[src/shared/gtm_pkg.sv]
package gtm_pkg;

    // ----------------------------------------
    // widths
    // ----------------------------------------
    localparam int GTM_ADDR_W = 8;
    localparam int GTM_DATA_W = 16;
    localparam int GTM_NUM_PROF = 4;
    localparam int GTM_NUM_SLOT = 10;

    // ----------------------------------------
    // register offsets
    // ----------------------------------------
    localparam logic [7:0] GTM_OFS_P0_LIMITS = 8'ha1;
    localparam logic [7:0] GTM_OFS_P0_STEPS = 8'ha2;
    localparam logic [7:0] GTM_OFS_P1_LIMITS = 8'ha6;
    localparam logic [7:0] GTM_OFS_P1_STEPS = 8'ha7;
    localparam logic [7:0] GTM_OFS_P2_LIMITS = 8'hab;
    localparam logic [7:0] GTM_OFS_P2_STEPS = 8'hac;
    localparam logic [7:0] GTM_OFS_P3_LIMITS = 8'hb0;
    localparam logic [7:0] GTM_OFS_P3_STEPS = 8'hb1;
    localparam logic [7:0] GTM_OFS_ATTEN01 = 8'hb9;
    localparam logic [7:0] GTM_OFS_ATTEN23 = 8'hba;
    // slot order: limits/steps per profile, then two attenuation words
    localparam logic [9:0][7:0] GTM_SLOT_ADDR = {
        GTM_OFS_ATTEN23, GTM_OFS_ATTEN01,
        GTM_OFS_P3_STEPS, GTM_OFS_P3_LIMITS,
        GTM_OFS_P2_STEPS, GTM_OFS_P2_LIMITS,
        GTM_OFS_P1_STEPS, GTM_OFS_P1_LIMITS,
        GTM_OFS_P0_STEPS, GTM_OFS_P0_LIMITS};

    // ----------------------------------------
    // reset values
    // ----------------------------------------
    localparam logic [15:0] GTM_RST_LIMITS = 16'h009f;
    localparam logic [15:0] GTM_RST_STEPS = 16'h00f8;
    localparam logic [15:0] GTM_RST_ATTEN = 16'h0000;

    // ----------------------------------------
    // mode codes and gain constants
    // ----------------------------------------
    localparam logic [1:0] GTM_MODE_EXT = 2'h0;
    localparam logic [1:0] GTM_MODE_RAMP = 2'h1;
    localparam logic [1:0] GTM_MODE_FIXED = 2'h2;
    localparam logic [1:0] GTM_MODE_INT = 2'h3;
    localparam logic [8:0] GTM_GAIN_MAX = 9'h13f;
    localparam logic [8:0] GTM_ATTEN_SPAN = 9'h040;
    localparam logic [8:0] GTM_BASE_X8_NORMAL = 9'h030;
    localparam logic [8:0] GTM_BASE_X8_LOWPWR = 9'h060;
    localparam logic [6:0] GTM_RATE_TOP = 7'h7f;

    // ----------------------------------------
    // types
    // ----------------------------------------
    typedef struct packed {
        logic [7:0] init_gain;
        logic [7:0] ceil_gain;
        logic [4:0] rise_step;
        logic [2:0] rise_rate;
        logic [4:0] fall_step;
        logic [2:0] fall_rate;
        logic hold_atten;
        logic [6:0] atten_level;
    } gtm_profile_t;

    typedef struct packed {
        logic wr;
        logic [7:0] addr;
        logic [15:0] wdata;
    } gtm_reg_req_t;

    typedef struct packed {
        logic [8:0] gain_code;
        logic [6:0] atten_set;
        logic [7:0] lna_set;
        logic [8:0] gain_db_x8;
    } gtm_gain_out_t;

    typedef enum logic [3:0] {
        GTM_ST_START = 4'b0001,
        GTM_ST_RISE = 4'b0010,
        GTM_ST_HOLD = 4'b0100,
        GTM_ST_FALL = 4'b1000
    } gtm_stage_t;

endpackage : gtm_pkg

[src/design/gtm_prof_mem.sv]
`timescale 1ns/10ps
module gtm_prof_mem import gtm_pkg::*; (
    // clock, reset, enable
    input wire logic i_core_clk,
    input wire logic i_rst_n,
    input wire logic i_ce,
    // register access
    input wire gtm_reg_req_t i_req,
    output gtm_pkg::gtm_profile_t o_prof,
    input wire logic [1:0] i_prof_sel,
    output logic [15:0] o_rdata
);

    // ----------------------------------------
    // storage and decode
    // ----------------------------------------
    logic [GTM_NUM_SLOT-1:0][15:0] word_r; // profile words
    logic [GTM_NUM_SLOT-1:0] hit; // one-hot address match
    logic [15:0] rd_mux; // read select
    logic [15:0] lim_w; // selected limits word
    logic [15:0] stp_w; // selected steps word
    logic [15:0] att_w; // shared attenuation word
    logic [7:0] att_half; // this profile's half

    genvar g;
    generate
        for (g = 0; g < GTM_NUM_SLOT; g++) begin : g_slot
            localparam logic [15:0] RST = (g >= 8) ? GTM_RST_ATTEN :
                (g % 2 == 0) ? GTM_RST_LIMITS : GTM_RST_STEPS;
            assign hit[g] = (i_req.addr == GTM_SLOT_ADDR[g]);
            // each slot loads on its own address
            always_ff @(posedge i_core_clk) begin
                if (!i_rst_n) begin
                    word_r[g] <= RST;
                end else if (i_ce && i_req.wr && hit[g]) begin
                    word_r[g] <= i_req.wdata;
                end
            end
        end
    endgenerate

    // unmapped addresses read as zero
    always_comb begin
        rd_mux = 16'h0000;
        for (int k = 0; k < GTM_NUM_SLOT; k++) begin
            if (hit[k]) begin
                rd_mux = word_r[k];
            end
        end
    end

    assign lim_w = word_r[{i_prof_sel, 1'b0}];
    assign stp_w = word_r[{i_prof_sel, 1'b1}];
    assign att_w = word_r[4'h8 + {3'h0, i_prof_sel[1]}];
    // even profile owns the upper byte
    assign att_half = i_prof_sel[0] ? att_w[7:0] : att_w[15:8];

    // ----------------------------------------
    // registered read ports
    // ----------------------------------------
    always_ff @(posedge i_core_clk) begin
        if (!i_rst_n) begin
            o_rdata <= 16'h0000;
            o_prof <= '0;
        end else if (i_ce) begin
            o_rdata <= rd_mux;
            o_prof <= {lim_w[15:8], lim_w[7:0], stp_w[15:11], stp_w[10:8],
                       stp_w[7:3], stp_w[2:0], att_half};
        end
    end

endmodule : gtm_prof_mem

[src/design/gtm_gain_engine.sv]
// Function
// - two-bit mode field selects four schemes
// - fixed mode applies direct gain code
// - codes below 64 attenuator, rest LNA
// - fixed code above 319 becomes zero
// - gain dB base 6 or 12 plus eighths
// - reset or ramp entry loads initial gain
// - trigger pin starts rise by rise step plus one
// - rise stops and holds at ceiling
// - pins ignored while rising
// - reverse pin starts fall by fall step plus one
// - fall ends at initial, back to start
// - ramp profile change only in start stage, other schemes follow the live profile
// - profile is two words plus byte
// - initial gain bits 15-8, reset zero
// - ceiling gain bits 7-0, reset 159
// - rise step bits 15-11, reset zero
// - rate N steps every 2^(7-N) clocks
// - fall step bits 7-3, reset 31
// - per-profile hold attenuator enable bit
// - attenuator level N when hold set
// - engine runs on sample clock
// - pins or register choose profile
`timescale 1ns/10ps
module gtm_gain_engine import gtm_pkg::*; #(
    parameter int GAIN_W = 9
) (
    // clock, reset and enable
    input wire logic i_core_clk,
    input wire logic i_rst_n,
    input wire logic i_ce,
    // decoded serial register port
    input wire logic i_reg_wr,
    input wire logic [7:0] i_reg_addr,
    input wire logic [15:0] i_reg_wdata,
    output logic [15:0] o_reg_rdata,
    // control bits
    input wire logic i_gain_map_write_enable,
    input wire logic [1:0] i_gain_scheme_select,
    input wire logic [8:0] i_direct_gain_code,
    input wire logic i_low_power_mode,
    input wire logic i_profile_pin_disable,
    input wire logic [1:0] i_profile_register_choice,
    // device pins
    input wire logic [1:0] i_profile_select_pins,
    input wire logic i_ramp_trigger_pin,
    input wire logic i_ramp_reverse_pin,
    // gain outputs
    output logic [GAIN_W-1:0] o_gain_code,
    output logic [6:0] o_atten_setting,
    output logic [7:0] o_lna_setting,
    output logic [8:0] o_gain_db_x8,
    output logic o_hold_atten,
    output logic [3:0] o_ramp_stage
);

    // ----------------------------------------
    // declarations
    // ----------------------------------------
    gtm_reg_req_t reg_req; // bundled write request
    gtm_profile_t live_prof; // selected profile, registered
    gtm_profile_t frozen_r; // profile used by the ramp
    gtm_profile_t frozen_nxt; // next frozen profile
    gtm_profile_t use_prof; // profile driving outputs

    gtm_gain_out_t out_r; // registered gain outputs
    gtm_gain_out_t out_nxt; // next gain outputs

    gtm_stage_t stage_r; // ramp stage
    gtm_stage_t stage_nxt; // next ramp stage

    logic [8:0] gain_r; // ramp gain, eighth-dB codes
    logic [8:0] gain_nxt; // next ramp gain

    logic [6:0] rate_cnt_r; // step interval counter
    logic [6:0] rate_cnt_nxt; // next counter value

    logic [1:0] mode_prev_r; // mode seen last cycle
    logic [1:0] prof_sel; // active profile number

    logic trig_s1_r; // trigger sync stage one
    logic trig_s2_r; // trigger sync stage two
    logic trig_s3_r; // trigger edge history

    logic rev_s1_r; // reverse sync stage one
    logic rev_s2_r; // reverse sync stage two
    logic rev_s3_r; // reverse edge history

    logic trig_edge; // trigger went high
    logic rev_edge; // reverse went high

    logic mode_fixed; // fixed gain selected
    logic mode_ramp; // up/down ramp selected
    logic ramp_entry; // ramp just selected

    logic [8:0] init8; // initial gain in eighths
    logic [8:0] ceil8; // ceiling gain in eighths

    logic [8:0] rise_amt; // rise step in eighths
    logic [8:0] fall_amt; // fall step in eighths

    logic [9:0] rise_sum; // unclamped rise result
    logic [8:0] rise_val; // clamped rise result
    logic [8:0] fall_val; // clamped fall result

    logic [6:0] rise_period; // rise interval minus one
    logic [6:0] fall_period; // fall interval minus one
    logic [6:0] cur_period; // interval of this stage

    logic step_tick; // step due this cycle
    logic at_ceil; // rise reached ceiling
    logic at_init; // fall reached initial

    logic [8:0] fixed_code; // checked direct code
    logic [8:0] sel_code; // code before split
    logic [8:0] base_x8; // power-mode gain base

    // ----------------------------------------
    // profile register bank
    // ----------------------------------------
    // writes are dropped unless the host opened the map
    assign reg_req.wr = i_reg_wr & i_gain_map_write_enable;
    assign reg_req.addr = i_reg_addr;
    assign reg_req.wdata = i_reg_wdata;

    // pins or register field pick the profile, same binary code
    assign prof_sel = i_profile_pin_disable ? i_profile_register_choice
                                            : i_profile_select_pins;

    gtm_prof_mem u_prof_mem (
        .i_core_clk (i_core_clk),
        .i_rst_n (i_rst_n),
        .i_ce (i_ce),
        .i_req (reg_req),
        .o_prof (live_prof),
        .i_prof_sel (prof_sel),
        .o_rdata (o_reg_rdata)
    );

    // ----------------------------------------
    // pin synchronisers
    // ----------------------------------------
    // trigger pins may come from another sequencer clock, so two
    // flops are spent even though they are nominally synchronous
    always_ff @(posedge i_core_clk) begin
        if (!i_rst_n) begin
            trig_s1_r <= 1'b0;
            trig_s2_r <= 1'b0;
            trig_s3_r <= 1'b0;

            rev_s1_r <= 1'b0;
            rev_s2_r <= 1'b0;
            rev_s3_r <= 1'b0;
        end else if (i_ce) begin
            trig_s1_r <= i_ramp_trigger_pin;
            trig_s2_r <= trig_s1_r;
            trig_s3_r <= trig_s2_r;

            rev_s1_r <= i_ramp_reverse_pin;
            rev_s2_r <= rev_s1_r;
            rev_s3_r <= rev_s2_r;
        end
    end

    // edges compare the second stage against the third
    assign trig_edge = trig_s2_r & ~trig_s3_r;

    assign rev_edge = rev_s2_r & ~rev_s3_r;

    // ----------------------------------------
    // mode decode
    // ----------------------------------------
    // external and internal non-uniform codes decode but only hold gain
    assign mode_fixed = (i_gain_scheme_select == GTM_MODE_FIXED);
    assign mode_ramp = (i_gain_scheme_select == GTM_MODE_RAMP);

    assign ramp_entry = mode_ramp & (mode_prev_r != GTM_MODE_RAMP);

    // ----------------------------------------
    // ramp arithmetic
    // ----------------------------------------
    // profile limits are quarter-dB codes, the ramp works in eighths
    assign init8 = {frozen_r.init_gain, 1'b0};
    assign ceil8 = {frozen_r.ceil_gain, 1'b0};

    assign rise_amt = {4'h0, frozen_r.rise_step} + 9'h001;

    assign fall_amt = {4'h0, frozen_r.fall_step} + 9'h001;

    assign rise_sum = {1'b0, gain_r} + {1'b0, rise_amt};

    // never step past the ceiling
    assign rise_val = (rise_sum >= {1'b0, ceil8}) ? ceil8 : rise_sum[8:0];

    // never step below the initial gain; compare avoids underflow
    assign fall_val = (gain_r <= init8 + fall_amt) ? init8
                                                   : gain_r - fall_amt;
    assign at_ceil = (gain_r >= ceil8);
    assign at_init = (gain_r <= init8);

    // rate N gives one step every 2^(7-N) clocks
    assign rise_period = GTM_RATE_TOP >> frozen_r.rise_rate;

    assign fall_period = GTM_RATE_TOP >> frozen_r.fall_rate;

    assign cur_period = (stage_r == GTM_ST_FALL) ? fall_period : rise_period;
    assign step_tick = (rate_cnt_r >= cur_period);

    // ----------------------------------------
    // ramp stage logic
    // ----------------------------------------
    // next stage, gain, counter and frozen profile
    always_comb begin
        stage_nxt = stage_r;
        gain_nxt = gain_r;
        rate_cnt_nxt = step_tick ? 7'h00 : rate_cnt_r + 7'h01;
        frozen_nxt = frozen_r;
        if (ramp_entry) begin
            // fresh entry restarts from the live profile
            stage_nxt = GTM_ST_START;
            frozen_nxt = live_prof;
            gain_nxt = {live_prof.init_gain, 1'b0};
            rate_cnt_nxt = 7'h00;
        end else if (mode_ramp) begin
            case (stage_r)
                GTM_ST_START: begin
                    // only here may a new profile take over
                    frozen_nxt = live_prof;
                    gain_nxt = {live_prof.init_gain, 1'b0};
                    rate_cnt_nxt = 7'h00;
                    if (trig_edge) begin
                        stage_nxt = GTM_ST_RISE;
                    end
                end

                GTM_ST_RISE: begin
                    // both pins are ignored until the ceiling
                    if (at_ceil) begin
                        stage_nxt = GTM_ST_HOLD;
                        rate_cnt_nxt = 7'h00;
                    end else if (step_tick) begin
                        gain_nxt = rise_val;
                    end
                end

                GTM_ST_HOLD: begin
                    // parked at the ceiling for the reverse pin
                    rate_cnt_nxt = 7'h00;
                    if (rev_edge) begin
                        stage_nxt = GTM_ST_FALL;
                    end
                end

                GTM_ST_FALL: begin
                    if (at_init) begin
                        stage_nxt = GTM_ST_START;
                    end else if (step_tick) begin
                        gain_nxt = fall_val;
                    end
                end

                default: begin
                    // illegal code recovers to start
                    stage_nxt = GTM_ST_START;
                end
            endcase
        end
    end

    // state registers of the ramp
    always_ff @(posedge i_core_clk) begin
        if (!i_rst_n) begin
            stage_r <= GTM_ST_START;
            gain_r <= 9'h000;
            rate_cnt_r <= 7'h00;
            frozen_r <= '0;
            mode_prev_r <= GTM_MODE_EXT;

        end else if (i_ce) begin
            stage_r <= stage_nxt;
            gain_r <= gain_nxt;
            rate_cnt_r <= rate_cnt_nxt;
            frozen_r <= frozen_nxt;
            mode_prev_r <= i_gain_scheme_select;
        end
    end

    // ----------------------------------------
    // gain selection and split
    // ----------------------------------------
    // an out-of-range fixed code is replaced, never saturated
    assign fixed_code = (i_direct_gain_code > GTM_GAIN_MAX) ? 9'h000
                                                            : i_direct_gain_code;
    // fixed code, ramp gain, or hold last value in other schemes
    assign sel_code = mode_fixed ? fixed_code :
                      mode_ramp ? gain_nxt : out_r.gain_code;

    // ramp uses its frozen profile, other schemes the live one
    assign use_prof = mode_ramp ? frozen_nxt : live_prof;

    assign base_x8 = i_low_power_mode ? GTM_BASE_X8_LOWPWR : GTM_BASE_X8_NORMAL;

    // split into attenuator and LNA settings
    always_comb begin
        out_nxt.gain_code = sel_code;
        out_nxt.gain_db_x8 = base_x8 + sel_code;

        if (sel_code < GTM_ATTEN_SPAN) begin
            out_nxt.atten_set = sel_code[6:0];
            out_nxt.lna_set = 8'h00;
        end else begin
            out_nxt.atten_set = GTM_ATTEN_SPAN[6:0];
            out_nxt.lna_set = 8'(sel_code - GTM_ATTEN_SPAN);
        end
        // hold bit pins the attenuator to its own level
        if (use_prof.hold_atten) begin
            out_nxt.atten_set = use_prof.atten_level;
        end
    end

    // ----------------------------------------
    // output registers
    // ----------------------------------------
    // outputs follow the next state so they line up with stage_r
    always_ff @(posedge i_core_clk) begin
        if (!i_rst_n) begin
            out_r <= '0;
            o_hold_atten <= 1'b0;

        end else if (i_ce) begin
            out_r <= out_nxt;
            o_hold_atten <= use_prof.hold_atten;
        end
    end

    assign o_gain_code = GAIN_W'(out_r.gain_code);
    assign o_atten_setting = out_r.atten_set;
    assign o_lna_setting = out_r.lna_set;
    assign o_gain_db_x8 = out_r.gain_db_x8;
    assign o_ramp_stage = stage_r;

endmodule : gtm_gain_engine

[config.mk]
export PLATFORM = sky130hd
export DESIGN_NAME = gtm_gain_engine
export DESIGN_NICKNAME = d
export VERILOG_FILES = /design/src/shared/gtm_pkg.sv /design/src/design/gtm_prof_mem.sv /design/src/design/gtm_gain_engine.sv
export SDC_FILE = /design/constraint.sdc
export NUM_CORES = 1
export LEC_CHECK = 0
export BUFFER_PORTS_ARGS = -buffer_cell sky130_fd_sc_hd__buf_4
export CORE_MARGIN = 4
export CORE_UTILIZATION = 45
export CTS_BUF_LIST = sky130_fd_sc_hd__clkbuf_4 sky130_fd_sc_hd__clkbuf_8
export DETAILED_ROUTE_END_ITERATION = 8
export HOLD_SLACK_MARGIN = 0.1
export SLEW_MARGIN = 10
export SYNTH_ARGS = -nofsm -noshare
export SYNTH_HDL_FRONTEND = slang
export SYNTH_SLANG_ARGS = --single-unit
export TNS_END_PERCENT = 10
[constraint.sdc]
create_clock -name i_core_clk -period 12.1 [get_ports i_core_clk]
set_clock_uncertainty 0.1 [all_clocks]
set_input_delay 2.42 -clock i_core_clk [delete_from_list [all_inputs] [get_ports i_core_clk]]
set_output_delay 2.42 -clock i_core_clk [all_outputs]
set_load 0.1 [all_outputs]
Word level (Yosys, flattened, before mapping)
Index checks and enable logic that the tools add are counted.
{"block": "word_totals", "regBits": 318, "wordCells": 154}
{"block": "classes", "n_addsub": 9, "order_cmp": 10, "n_eq_ne": 21, "shift": 2, "mux": 50, "bitwise_logic": 6, "n_reduce_logical": 14}
{"cell": "two-way mux 16 bit", "n": 13}
{"cell": "two-way mux 40 bit", "n": 3}
{"cell": "two-way mux 9 bit", "n": 11}
{"cell": "equality test 8 bit (second input constant)", "n": 10}
{"cell": "binary-select mux 16 bit (select 2 bit)", "n": 2}
{"cell": "binary-select mux 16 bit (select 4 bit)", "n": 1}
{"cell": "two-way mux 7 bit", "n": 7}
{"cell": "one-hot mux 9 bit (3 select lines)", "n": 1}
{"cell": "two-way mux 4 bit", "n": 6}
{"cell": "less-or-equal comparator 9 bit", "n": 2}
{"cell": "two-way mux 8 bit", "n": 2}
{"cell": "one-hot mux 4 bit (4 select lines)", "n": 1}
{"cell": "two-way mux 15 bit", "n": 1}
{"cell": "one-hot mux 7 bit (2 select lines)", "n": 1}
{"cell": ">> shifter 7 x 3 -> 7 bit (first input constant)", "n": 2}
{"cell": "adder 5 x 1 -> 6 bit (second input constant)", "n": 2}
{"cell": "inequality test 3 bit (second input constant)", "n": 4}
{"cell": "logical AND 1 bit", "n": 11}
{"cell": "adder 9 x 6 -> 10 bit", "n": 1}
{"cell": "greater-or-equal comparator 10 x 9 -> 1 bit", "n": 1}
{"cell": "less-than comparator 3 x 5 -> 1 bit (second input constant)", "n": 2}
{"cell": "adder 7 x 9 -> 9 bit", "n": 1}
{"cell": "adder 9 x 6 -> 9 bit", "n": 1}
{"cell": "greater-or-equal comparator 9 bit", "n": 1}
{"cell": "21 further kinds", "n": 25}

Longest topological paths before layout
{"block": "depth", "depth_word": 14, "mapped_depth": 27}

By module
A second synthesis with hierarchy kept.
{"block": "unflattened", "hier_cells": 2129, "hier_area_um2": 17534.3}
{"mod": "gtm_prof_mem", "instances": 1, "cells_per_inst": 1237, "area_per_inst_um2": 10558.9, "seq_area_each_um2": 4324.1}
{"mod": "gtm_gain_engine", "instances": 1, "cells_per_inst": 892, "area_per_inst_um2": 6975.4, "seq_area_each_um2": 1961.9}

Worst setup path before layout
OpenSTA, ideal clock, no wires.
{"block": "synth_path", "kind": "reg-to-reg", "startpoint": "register stage_r[3], in the netlist o_ramp_stage[3]", "endpoint": "register out_r (netlist bit o_gain_db_x8[8])", "setup_time_ns": 0.065, "arrival_time_ns": 5.239, "path_slack_ns": 6.696, "stages_incl_launch_ff": 22, "path_cell_list": "dfxtp_1 > or4b_1 > buf_2 > mux2i_1 > or3_1 > ha_1 > nor2b_1 > o21ai_1 > a41oi_2 > or4_4 > or2_4 > o221ai_2 > nor3_1 > a211o_1 > inv_1 > ha_1 > inv_1 > ha_1 > inv_1 > a21oi_1 > or4_1 > nand3_1"}
{"element": "start: declaration", "line_no": "gtm_gain_engine.sv:69", "source": "gtm_stage_t stage_r;"}
{"element": "start signal: assignment", "line_no": "gtm_gain_engine.sv:280", "source": "stage_r <= stage_nxt;"}
{"element": "end signal: assignment", "line_no": "gtm_gain_engine.sv:331", "source": "out_r <= out_nxt;"}
{"element": "end: declaration", "line_no": "gtm_gain_engine.sv:66", "source": "gtm_gain_out_t out_r;"}

==> results.toml <==
[status]
status = "finished clean"

[clock_network]
cts_buffers = 55
h-tree-depth = 2
clock_sinks = 314
root_buffer = "clkbuf_8"
clkSlewWorstSetupHoldPaths_ns = 0.06
cts_tree = "done"
clk_latency_ns = 0.66
postCtsSetupRepairBufs = 0
cts_buffer_depth = 3
holdBufCountCts = 0
post_cts_resized = 0

[power_and_ir_drop]
p_int_uw = 1690
irDropWorstVdd_mv = 0.0938
p_switching_uw = 678
clockPowerShare = 0.422
pwr-share-comb = 0.128
p_leak_uw = 0.00713
switching_share = 0.286
power_density_nw_per_um2 = 128
power.share.sequential = 0.450

[placement]
port_buffers = 101
place.gp.congestion = 0.930
hpwlAfterDp_um = 39000
dp_cells = 2471

[yosys]
synth.avg_cell_area_um2 = 8.08
yosysSeqAreaShare = 0.380
ys.flop_type = "dfxtp_1"
synth-compound-area-share = 0.188
synth_edf_count = 0
syn_inst = 2050
async_flop_share = 0
yosysUniqueCellTypes = 82
synth_xor_area_frac = 0.0116
yosysWarnings = 0
synth_fp_nets = 2162
synth.area.mux_share = 0.107
synth_fa_ha_area_frac = 0.0497
ys_seq_elements = 314
syn_area_um2 = 16600
synth-simple-area-share = 0.216
synth_top_family_by_area = "simple AND/OR/NAND/NOR gates"

[routing]
route.vias.total = 15400
drt-initial-drc-count = 1349
drt-total-wl_um = 57700
drtAntennaViolNets = 0
route.detailed.wl_per_inst_um = 22.5
drc = 0
drt_first_pass_iters = 6
via_per_inst = 5.99

[worst_setup_path]
path_max_fanout = 12
startpoint = "o_ramp_stage[3]"
r2r-end = "o_gain_db_x8[8]"
cp-start-kind = "register"
reg2regPathDepth = 20
critical_path_class = "reg -> reg"
end_kind = "register"
regToRegStartpoint = "o_ramp_stage[3]"
arrival_ns = 6.26
reg2reg_setup_slack_ns = 6.31
cp.required_ns = 12.58

[die]
io_pins = 102
die_y_um = 200
start_util = 0.461
dieArea_um2 = 39900
core_um2 = 35900
die_x_um = 200
num_rows = 69

[finish]
multi_input_area_um2 = 9530
diodes = 0
num-nets-final = 2179
num-fill-cells = 3466
syn_to_final_growth_pct = 12.1
seqCellArea_um2 = 6290
fin_cells = 2564
drive_gt1_frac = 0.133

[timing]
fin_tns_setup_ns = 0
setup_violations = 0
worst_pin_slew_ns = 1.31
period_share = 0.478
slew_violations = 0
hold_ws_ns = 0.353
rsz0062_at_grt = "false"
relSlewSlack = 0.125
min_period_ns = 5.79
fmax_mhz = 173
hold_viol = 0

[global_route]
grt_pass1_wl_um = 88500
grt_pass1_vias = 14800
grt_max_degree = 87
antenna_found_initial = 0
grt_use_total = 0.286
overflow = 0

[hold_path]
hold_class = "reg -> reg"
whs_path_depth = 2
whs_endpoint = "ceil8[1]"
worstHoldStart = "u_prof_mem.o_prof[24]"

[flow_run]
drv_cap = 0
==> worst max-delay path by stage <==
stage | endpoint | depth (start not counted) | slack (ns)
floorplan | o_gain_db_x8[8] | 21 | 6.70
global placement | o_gain_db_x8[8] | 16 | 6.51
detailed placement | o_gain_db_x8[8] | 20 | 6.38
CTS | o_gain_db_x8[8] | 20 | 6.36
global route | o_gain_db_x8[8] | 20 | 5.97
finish | o_gain_db_x8[8] | 20 | 6.31
==> worst max-delay path: stages, from the launching register on <==
cell,delay [ns]
dfxtp_1,0.52
or4b_1,0.74
mux2i_1,0.48
nand3_1,0.14
ha_1,0.33
and2_0,0.22
a221o_1,0.32
a41oi_2,0.49
a32o_1,0.37
o21ai_1,0.21
o221ai_2,0.25
nor3_1,0.09
a211o_1,0.35
inv_1,0.08
ha_1,0.13
inv_1,0.06
ha_1,0.20
inv_1,0.06
a21oi_1,0.07
or4_1,0.41
nand3_1,0.09
==> per-stage QoR <==
stage | utilization | worst slack (ns) | power, uW | area (um2)
after CTS | 0.517 | 6.36 | 2390 | 18600
after global routing | 0.517 | 5.97 | 2460 | 18600
after global placement | 0.486 | 6.51 | 1390 | 17400
after detailed placement | 0.486 | 6.38 | 1390 | 17400
final | 0.517 | 6.31 | 2370 | 18600
after floorplan | - | 6.70 | 1300 | 16600
==> logic make-up (layout without fill, tap and decap cells) <==
kind of cell | count (synthesis) | in the layout
muxes | 127 | 127
DFF | 314 | 314
and+or+nand+nor | 829 | 829
AOI/OAI and AO/OA | 490 | 490
xor gates and xnor gates | 22 | 22
adders and majority gates | 64 | 64
buffers and inverters | 204 | 257
==> area by class of cell <==
type / instances / share of cell area
clock buffer: 85 / 0.0566
clock inverter: 8 / 0.00337
inverter: 49 / 0.0102
multi-input combinational: 1532 / 0.514
sequential: 314 / 0.339
tap: 461 / 0.0311
timing repair buffer: 115 / 0.0465
==> metal layers <==
| metal | GRT usage | wire, um | vias to the layer above |
|---|---|---|---|
| li1 | - | - | 7295 |
| met1 | 0.371 | 24300 | 7334 |
| met2 | 0.485 | 27500 | 625 |
| met3 | 0.0532 | 4130 | 108 |
| met4 | 0.0898 | 1760 | 0 |
| met5 | 0 | 0 | - |
==> power groups by stage <==
stage / sequential [uW] / clock [uW] / combinational (uW)
2_1_floorplan: 1140 / 0 / 162
3_3_place_gp: 1090 / 0 / 299
5_1_grt: 1070 / 1070 / 322
6_report: 1070 / 999 / 302
3_5_place_dp: 1090 / 0 / 300
4_1_cts: 1070 / 1020 / 301
==> registers in the layout, summed over array words and instances (netlist names), 2 cells and up <==
name / cells
o_gain_db_x8: 5
mode_prev_r: 2
ceil8: 8
u_prof_mem.word_r: 160
o_lna_setting: 8
o_ramp_stage: 4
u_prof_mem.o_rdata: 16
o_atten_setting: 7
o_gain_code: 9
rate_cnt_r: 7
u_prof_mem.o_prof: 40
frozen_r: 32
gain_r: 9
==> synth_stat cells, types with 5 or more instances <==
cell | count | area, um2
a211o_1 | 5 | 43.8
a211oi_1 | 17 | 128
a21o_1 | 5 | 37.5
a21oi_1 | 216 | 1080
a221o_1 | 15 | 150
a221oi_1 | 19 | 166
a22oi_1 | 22 | 165
a32o_1 | 5 | 50.1
and2_1 | 7 | 43.8
and3_1 | 17 | 106
buf_1 | 12 | 45.0
buf_2 | 7 | 35.0
buf_4 | 5 | 37.5
clkbuf_1 | 131 | 492
dfxtp_1 | 314 | 6290
ha_1 | 61 | 763
inv_1 | 46 | 173
mux2i_1 | 83 | 831
mux4_2 | 40 | 901
nand2_1 | 488 | 1830
nand2b_1 | 13 | 81.3
nand3_1 | 78 | 390
nand4_1 | 6 | 37.5
nor2_1 | 129 | 484
nor2b_1 | 16 | 100
nor3_1 | 27 | 135
nor3b_1 | 11 | 82.6
o2111ai_1 | 18 | 158
o211ai_1 | 18 | 135
o21a_1 | 15 | 113
o21ai_0 | 76 | 380
o221ai_1 | 5 | 43.8
o22ai_1 | 6 | 37.5
o31ai_1 | 8 | 60.1
o41ai_1 | 5 | 43.8
or2_2 | 6 | 37.5
or3_1 | 5 | 31.3
xnor2_1 | 13 | 114
xor2_1 | 9 | 78.8
==> cell usage in the layout (no fill, tap or decap), drive strengths merged, types with 27 or more instances in the layout <==
master / n
nor2: 130
buf: 115
nand2: 488
clkbuf: 85
a21oi: 217
mux2i: 83
inv: 48
ha: 61
o21ai: 79
nor3: 27
dfxtp: 314
mux4: 40
nand3: 78
Power figures use the tool's default switching activity.
